==> config.mk <==
export PLATFORM = sky130hd
export DESIGN_NAME = uecf_top
export DESIGN_NICKNAME = d
export VERILOG_FILES = /design/src/verilog/uecf_pkg.sv /design/src/verilog/uecf_top.sv
export VERILOG_INCLUDE_DIRS = /design/src /design/src/verilog
export SDC_FILE = /design/constraint.sdc
export NUM_CORES = 1
export LEC_CHECK = 0
export BUFFER_PORTS_ARGS = -buffer_cell sky130_fd_sc_hd__buf_2
export CORE_ASPECT_RATIO = 2
export CORE_MARGIN = 10
export CORE_UTILIZATION = 45
export CTS_CLUSTER_DIAMETER = 40
export CTS_CLUSTER_SIZE = 28
export DETAILED_ROUTE_END_ITERATION = 7
export GPL_TIMING_DRIVEN = 0
export PLACE_DENSITY = 0.81
export REMOVE_ABC_BUFFERS = 1
export SYNTH_ARGS = -nofsm -noshare
export SYNTH_HDL_FRONTEND = slang
export SYNTH_SLANG_ARGS = --single-unit
==> constraint.sdc <==
create_clock -name clk -period 2.3 [get_ports clk]
set_clock_uncertainty 0.15 [all_clocks]
set_input_delay 0.115 -clock clk [delete_from_list [all_inputs] [get_ports clk]]
set_output_delay 0.115 -clock clk [all_outputs]
set_load 0.02 [all_outputs]
==> src/verilog/uecf_consts.svh <==
`ifndef UECF_CONSTS_SVH
`define UECF_CONSTS_SVH

`define UECF_EP_N 7
`define UECF_CNT_W 11
`define UECF_CNT_HI_W 2
`define UECF_SEL_W 3

`define UECF_OFF_IRQ_EN 8'h00_C2
`define UECF_OFF_EP_SEL 8'h00_C7
`define UECF_OFF_FIFO_RST 8'h00_D5
`define UECF_OFF_CNT_LO 8'h00_E2
`define UECF_OFF_CNT_HI 8'h00_E3
`define UECF_OFF_IRQ_FLAGS 8'h00_F8

`define UECF_RST_IRQ_EN 7'h00
`define UECF_RST_EP_SEL 3'h0
`define UECF_RST_FIFO_RST 7'h00
`define UECF_RST_FIFO_DONE 7'h00
`define UECF_RST_IRQ_FLAGS 7'h00
`define UECF_NO_EP 3'h7

`endif

==> src/verilog/uecf_pkg.sv <==
`default_nettype none
package uecf_pkg;
  typedef struct packed {
    logic [7:0] addr;
    logic wr;
    logic rd;
    logic [7:0] wdata;
  } uecf_sfr_req_t;
endpackage
`default_nettype wire

==> src/verilog/uecf_top.sv <==
// What this block does
// - count high bits sit in low positions
// - unused high-register bits read as zero
// - low and high registers form packet length
// - counts follow the selected endpoint number
// - fifo usable only after reset bit cleared
// - flag register cleared by writing zero to a bit, bit 7 zero
// - enabled endpoint event sets its flag
`include "uecf_consts.svh"
`default_nettype none
module uecf_top
  import uecf_pkg::*;
#(
  parameter int HI_W = `UECF_CNT_HI_W
) (
  input wire logic clk,
  input wire logic sys_rst,
  input wire uecf_sfr_req_t sfr_req,
  output logic [7:0] sfr_rdata,
  input wire logic [`UECF_EP_N-1:0][`UECF_CNT_W-1:0] ep_rx_count,
  input wire logic [`UECF_EP_N-1:0] ep_event,
  output logic [`UECF_EP_N-1:0] fifo_reset,
  output logic [`UECF_EP_N-1:0] fifo_usable,
  output logic [`UECF_EP_N-1:0] irq_flags,
  output logic [`UECF_CNT_W-1:0] received_length
);
  localparam int N = `UECF_EP_N;
  localparam int LW = 8 + HI_W;

  logic [N-1:0] fifo_rst_reg, fifo_rst_next;
  logic [N-1:0] done_reg, done_next;
  logic [N-1:0] irq_en_reg, irq_en_next;
  logic [N-1:0] flag_reg, flag_next;
  logic [`UECF_SEL_W-1:0] sel_reg, sel_next;
  logic [7:0] rdata_reg, rdata_next;
  logic [`UECF_CNT_W-1:0] len_reg, len_next;
  logic [`UECF_CNT_W-1:0] sel_cnt;
  logic [HI_W-1:0] sel_hi;
  logic [N-1:0] set_vec, clr_vec;
  logic wr_rst, wr_en, wr_sel, wr_flag;

  // endpoint 7 does not exist; its counts read as zero
  always_comb begin
    sel_cnt = '0;
    if (sel_reg != `UECF_NO_EP) begin
      sel_cnt = ep_rx_count[sel_reg];
    end
  end
  assign sel_hi = sel_cnt[8 +: HI_W];

  assign wr_rst = sfr_req.wr && (sfr_req.addr == `UECF_OFF_FIFO_RST);
  assign wr_en = sfr_req.wr && (sfr_req.addr == `UECF_OFF_IRQ_EN);
  assign wr_sel = sfr_req.wr && (sfr_req.addr == `UECF_OFF_EP_SEL);
  assign wr_flag = sfr_req.wr && (sfr_req.addr == `UECF_OFF_IRQ_FLAGS);

  // flags clear by writing zero to the bit; a same-cycle event wins
  assign set_vec = ep_event & irq_en_reg;
  assign clr_vec = wr_flag ? ~sfr_req.wdata[N-1:0] : '0;

  always_comb begin
    fifo_rst_next = fifo_rst_reg;
    irq_en_next = irq_en_reg;
    sel_next = sel_reg;
    if (wr_rst) begin
      fifo_rst_next = sfr_req.wdata[N-1:0];
    end
    if (wr_en) begin
      irq_en_next = sfr_req.wdata[N-1:0];
    end
    if (wr_sel) begin
      sel_next = sfr_req.wdata[`UECF_SEL_W-1:0];
    end
    // a fifo is released only by a set-then-clear pulse; a usb bus
    // reset is not seen here, so firmware must pulse again after it
    done_next = done_reg | (fifo_rst_reg & ~fifo_rst_next);
    flag_next = (flag_reg & ~clr_vec) | set_vec;
    // only HI_W high bits exist; the rest of the count stays zero
    len_next = '0;
    len_next[LW-1:0] = sel_cnt[LW-1:0];
  end

  always_comb begin
    rdata_next = 8'h00_00;
    if (sfr_req.rd) begin
      if (sfr_req.addr == `UECF_OFF_CNT_HI) begin
        rdata_next = 8'(sel_hi);
      end else if (sfr_req.addr == `UECF_OFF_CNT_LO) begin
        rdata_next = sel_cnt[7:0];
      end else if (sfr_req.addr == `UECF_OFF_IRQ_FLAGS) begin
        rdata_next = {1'b0, flag_reg};
      end else if (sfr_req.addr == `UECF_OFF_FIFO_RST) begin
        rdata_next = {1'b0, fifo_rst_reg};
      end else if (sfr_req.addr == `UECF_OFF_IRQ_EN) begin
        rdata_next = {1'b0, irq_en_reg};
      end else if (sfr_req.addr == `UECF_OFF_EP_SEL) begin
        rdata_next = 8'(sel_reg);
      end else begin
        rdata_next = 8'h00_00;
      end
    end
  end

  always_ff @(posedge clk) begin
    if (sys_rst) begin
      fifo_rst_reg <= `UECF_RST_FIFO_RST;
      done_reg <= `UECF_RST_FIFO_DONE;
      irq_en_reg <= `UECF_RST_IRQ_EN;
      flag_reg <= `UECF_RST_IRQ_FLAGS;
      sel_reg <= `UECF_RST_EP_SEL;
      rdata_reg <= 8'h00_00;
      len_reg <= '0;
    end else begin
      fifo_rst_reg <= fifo_rst_next;
      done_reg <= done_next;
      irq_en_reg <= irq_en_next;
      flag_reg <= flag_next;
      sel_reg <= sel_next;
      rdata_reg <= rdata_next;
      len_reg <= len_next;
    end
  end

  assign sfr_rdata = rdata_reg;
  assign fifo_reset = fifo_rst_reg;
  // a fifo held in reset, or never pulsed since hardware reset,
  // must not be touched by the engine
  assign fifo_usable = done_reg & ~fifo_rst_reg;
  assign irq_flags = flag_reg;
  assign received_length = len_reg;
endmodule
`default_nettype wire

==> metrics.txt, run 1 <==
Largest register FFs 10; Via-to-Cell Ratio 5.58; synth top area cells dfxtp_1 (37%), mux2i_1 (14%), mux4_2 (8.5%); crit path from sel_reg[1]; power consumption 1.81 mW; static leakage 1.57 nW; Buffers on Ports 134; initial antenna violation count 0; CP Launch Type register; R2R Setup Slk between 0.15 and 0.2 ns; most common flop cell mapped by yosys dfxtp_1; Synth Instances between 200 and 300; Seq/Total Area, Yosys between 30% and 40%; final hold vios 0; post-route insts no fill 469; slowest CP cell dfxtp_2; critical path, cell by cell mux2i_1, mux4_2, and2_1, o32ai_1; deepest clock path buffer count 2; synthesized area roughly 2600 µm²; post-synthesis xor/xnor area fraction 0%; Die Wd roughly 74 µm; gr ovfl total 0; layout cell share with drive strength beyond 1 between 40 and 50%; die area 9510 µm²; vias in the first global route 2856; Critical Path Max Stage Delay 0.78 ns; largest net degree at the start of global routing 44; Post-synth EDFFs 0; Yosys reg bits 49; Initial Util 46.2%; max_cap viols 0; remaining routing DRC violations 0; period utilization between 90% and 100%; Initial DRT Pass Iterations 4; WP buf/inv 0; RSZ-0062 raised after global routing no; Nets 512; Worst Reg-to-Reg Cells 4; clock latency on the worst-skew pair 0.29 ns; mux contribution to synthesized area 23.0%; pwr dens 510 nW/µm²; RR Endpoint sfr_rdata[0]; CTS Buf Count 5; post-synth top area share 37.2%; Compound-Gate Fraction of Synth Area 12.9%; post-route antenna net violation count 0; wire length per cell 18.1 µm; clk sink count 49; CTS tree yes; final WL roughly 8.5 mm; minimum clock period 2.12 ns; Placed Instances 448; all-layer global routing usage a little under a fifth; status finished, final reports clean; worst slew pin tran 0.971 ns; critical path depth 4; largest family of logic cells by synthesized area multiplexers; Worst VDD drop around 0.58 mV; relative slew slack 34.8%; top-count cell post-synth dfxtp_1; synth cell count leaders dfxtp_1 (49), mux2i_1 (38), nor2_1 (37); critical-path maximum fanout 28; DP Wirelength ~6.8 mm; Synth Area in Simple Gates 21.0%; Worst setup endpoint sfr_rdata[0]; Setup CP Type register to register; critical register-to-register path startpoint sel_reg[1]; Iter 0 DRT Violations 196; first-pass GRT wire length 13.7 mm; Max Clk Rate 473 MHz; Min-Delay Path Class input pin to register; asr flop ratio synth 0%; io pins 144; critical path data required time around 2.4 ns; CP arrival around 2.2 ns; Synth area leader dfxtp_1; final setup vio count 0; Top Family by Delay on Critical Path flip-flops; Area Growth Syn to Fin 34.7%; Post-Synth Adder-Cell Area 0%; Core Region around 5700 µm²; Clock transition at path regs 0.06 ns; Vias between 2000 and 3000; yosys warns 0; synth unique cells 47; endpoint class of the critical path register; number of post-CTS setup repair buffers 0; diode count 0; clock tree root driver cell clkbuf_16; H-tree Lvls 2; routability congestion estimate 0.873; synthesized area per cell a little under 10 µm²; Die H 128 µm; std cell rows 39; max-slew violations 0
[report_power, final]
| group | total (mW) | switching (mW) | internal, mW |
|---|---|---|---|
| combinational | 0.225 | 0.109 | 0.116 |
| clock | 0.727 | 0.300 | 0.427 |
| sequential | 0.861 | 0.00276 | 0.858 |
[layout by cell type, fill, tap and decap left out, types with 2 or more instances in the layout]
| cell | instances |
|---|---|
| mux2i_1 | 38 |
| o21ai_0 | 8 |
| o221ai_1 | 3 |
| nor3_2 | 2 |
| and2_1 | 2 |
| nand3b_1 | 2 |
| o2bb2ai_1 | 7 |
| or3b_4 | 2 |
| o32ai_1 | 2 |
| o22ai_1 | 4 |
| inv_1 | 10 |
| nor4_4 | 2 |
| a21oi_1 | 8 |
| dfxtp_2 | 2 |
| nand2b_1 | 3 |
| nand2_1 | 12 |
| nand3_1 | 6 |
| nand4_1 | 2 |
| nor2_1 | 37 |
| clkbuf_16 | 5 |
| a221oi_1 | 3 |
| a211oi_1 | 3 |
| dfxtp_1 | 47 |
| or3b_2 | 2 |
| and4_1 | 3 |
| buf_2 | 134 |
| a31oi_1 | 9 |
| mux4_2 | 10 |
| dlygate4sd3_1 | 14 |
| nor2b_1 | 9 |
[layout make-up]
| class | instances | area (µm²) |
|---|---|---|
| Clock buffer | 7 | 143 |
| Fill cell | 504 | 2160 |
| Tap cell | 61 | 76.3 |
| Inverter | 10 | 37.5 |
| Timing Repair Buffer | 148 | 811 |
| Multi-Input combinational cell | 194 | 1500 |
| Sequential cell | 49 | 983 |
[worst min path at each step]
stage,start,endpoint,slack [ns],depth (start not counted)
finish,ep_rx_count[60],received_length[5],0.06,4
global route,ep_rx_count[62],received_length[7],0.08,4
CTS,ep_rx_count[60],received_length[5],0.06,4
detailed placement,ep_event[3],irq_flags[3],0.22,3
global placement,ep_event[3],irq_flags[3],0.22,3
floorplan,sys_rst,irq_flags[0],0.03,1
[cells by family after synthesis]
| logic type | Yosys count |
|---|---|
| compound gates | 50 |
| other cells | 1 |
| flops | 49 |
| mux | 48 |
| simple gates | 95 |
| buf+inv | 28 |
[through the flow]
step / hold slack [ns] / area (µm²) / utilization (%) / setup TNS, ns / setup WS, ns
after floorplan: 0.0341 / 2520 / - / 0 / 0.0989
after global placement: 0.215 / 3270 / 57.2 / -0.776 / -0.218
after global routing: 0.0751 / 3550 / 62.2 / 0 / 0.00893
after CTS: 0.0601 / 3550 / 62.2 / 0 / 0.162
final: 0.0599 / 3550 / 62.2 / 0 / 0.184
after detailed placement: 0.219 / 3270 / 57.2 / -1.72 / -0.297
[timing repair]
item | in CTS | in global routing
hold buffers | 14 | 0
endpoints found under the setup margin | 14 | 0
gates resized for setup | 2 | 0
hold endpoints to repair | 22 | 0
[worst register-to-register path, stage by stage, from the launching register on]
cell and delay, ns:
dfxtp_2 0.78, mux2i_1 0.18, mux4_2 0.51, and2_1 0.18
o32ai_1 0.24
[routing by layer]
layer / GRT usage [%] / vias up / routed length, µm
met2: 31.8 / 106 / 4690
met3: 4.88 / 14 / 655
li1: - / 1270 / -
met4: 9.92 / 0 / 248
met5: 0 / - / 0
met1: 18.5 / 1228 / 2880
No activity file was read; power rests on OpenSTA's default activity.
==> run 2, diff against run 1 <==
CORE_ASPECT_RATIO = 1.25   (was 2)
==> metrics.txt, run 2 (synthesis gave the netlist of run 1 again) <==
status finished, final reports clean; Worst VDD drop 0.207 mV; endpoint class of the critical path register; post-route antenna net violation count 0; RSZ-0062 raised after global routing no; vias in the first global route 2752; Area Growth Syn to Fin 34.0%; critical path, cell by cell mux2i_1, mux4_2, and2_1, o32ai_1; gr ovfl total 0; period utilization 91.8%; diode count 0; static leakage 1.56 nW; Setup CP Type register to register; CTS Buf Count 5; initial antenna violation count 0; final WL 8.09 mm; CP arrival ~2.2 ns; Nets 512; Initial Util 45.9%; hold path depth 4; Buffers on Ports around 130; clock tree root driver cell clkbuf_8; layout cell share with drive strength beyond 1 40.6%; worst slew pin tran 0.979 ns; Critical Path Max Stage Delay 0.77 ns; power consumption about 1.7 mW; DP Wirelength 6.48 mm; Core Region between 5000 and 6000 µm²; clk sink count 49; largest net degree at the start of global routing 44; commonest non-fill, non-tap cell in the layout buf_2; critical path depth 4; final hold vios 0; critical path data required time ~2.4 ns; WP buf/inv 0; all-layer global routing usage 17.2%; H-tree Lvls 2; first-pass GRT wire length 13.1 mm; deepest clock path buffer count 2; Top Family by Delay on Critical Path flip-flops; Logic pwr share 13.0%; Clock transition at path regs approximately 0.080 ns; Largest register FFs 10; Iter 0 DRT Violations 163; P_sw 0.378 mW; critical-path maximum fanout 28; Cell Int Power ~1.3 mW; Min-Delay Path Class input pin to register; max_cap viols 0; relative slew slack roughly 34%; wire length per cell 17.0 µm; clock latency on the worst-skew pair 0.29 ns; Vias 2569; routability congestion estimate 0.870; most frequent cells in the layout buf_2 (134), dfxtp_1 (47), mux2i_1 (38); final setup vio count 0; CTS tree yes; Reg power frac 50.5%; minimum clock period between 2 and 2.5 ns; R2R Setup Slk 0.19 ns; Initial DRT Pass Iterations 4; io pins 144; Worst Reg-to-Reg Cells 4; pwr dens 483 nW/µm²; die area 9340 µm²; Via-to-Cell Ratio 5.41; std cell rows 31; proportion of power drawn by the clock network 36.6%; slowest CP cell dfxtp_2; number of post-CTS setup repair buffers 0; Die H 106 µm; Sw Share ~22%; Die Wd 88.5 µm; Max Clk Rate 474 MHz; max-slew violations 0; worst setup margin roughly 0.19 ns; CP Launch Type register; remaining routing DRC violations 0; pre-CTS worst setup slack -0.240 ns
==> run 2: tightest hold or removal path: stages <==
cell and delay (ns):
buf_2 0.08, o2bb2ai_1 0.10, mux2i_1 0.09, nor2_1 0.08
==> run 2: power groups by stage <==
stage / clock [mW] / combinational, mW / sequential, mW
after floorplan: 0 / 0.0650 / 0.893
after global placement: 0 / 0.197 / 0.880
after detailed placement: 0 / 0.204 / 0.881
after CTS: 0.640 / 0.223 / 0.861
after global routing: 0.666 / 0.245 / 0.862
final: 0.624 / 0.222 / 0.860
==> run 2: per-stage QoR <==
step | instances | hold WS [ns] | util [%] | instance area [µm²] | TNS (ns)
6_report | 475 | 0.0471 | 61.5 | 3530 | 0
5_1_grt | 475 | 0.0703 | 61.5 | 3530 | 0
4_1_cts | 475 | 0.0423 | 61.5 | 3530 | 0
3_5_place_dp | 453 | 0.226 | 57.0 | 3270 | -1.76
3_3_place_gp | 453 | 0.214 | 57.0 | 3270 | -1.56
2_1_floorplan | 253 | 0.0341 | - | 2520 | 0
==> run 2: layout make-up <==
| type | instances | area (µm²) |
|---|---|---|
| fillers | 510 | 2210 |
| multi-input cells | 194 | 1500 |
| flip-flops and latches | 49 | 983 |
| repair buffers | 148 | 811 |
| clock buffers | 7 | 86.3 |
| well taps | 66 | 82.6 |
| inverters | 10 | 37.5 |
| clock inverters | 1 | 30.0 |
==> run 2: path summary, 6_finish.rpt <==
| kind | startpoint | to |
|---|---|---|
| worst min register to register | done_reg[3] | done_reg[3] |
| worst min-delay path | ep_rx_count[63] | received_length[8] |
| worst max-delay path | sel_reg[1] | sfr_rdata[1] |
| worst max register to register | sel_reg[1] | sfr_rdata[1] |
==> run 2: routing by layer <==
| layer | vias to the layer above | global-route usage [%] | wire (µm) |
|---|---|---|---|
| met4 | 0 | 5.56 | 111 |
| met5 | - | 0 | 0 |
| met2 | 112 | 30.2 | 4040 |
| li1 | 1267 | - | - |
| met1 | 1180 | 19.3 | 3280 |
| met3 | 10 | 4.93 | 658 |
==> run 2: what timing repair did <==
action / 4_1_cts / 5_1_grt
setup endpoints to repair: 14 / 0
resized for setup: 2 / 0
hold buffers: 14 / 0
hold endpoints to repair: 24 / 0
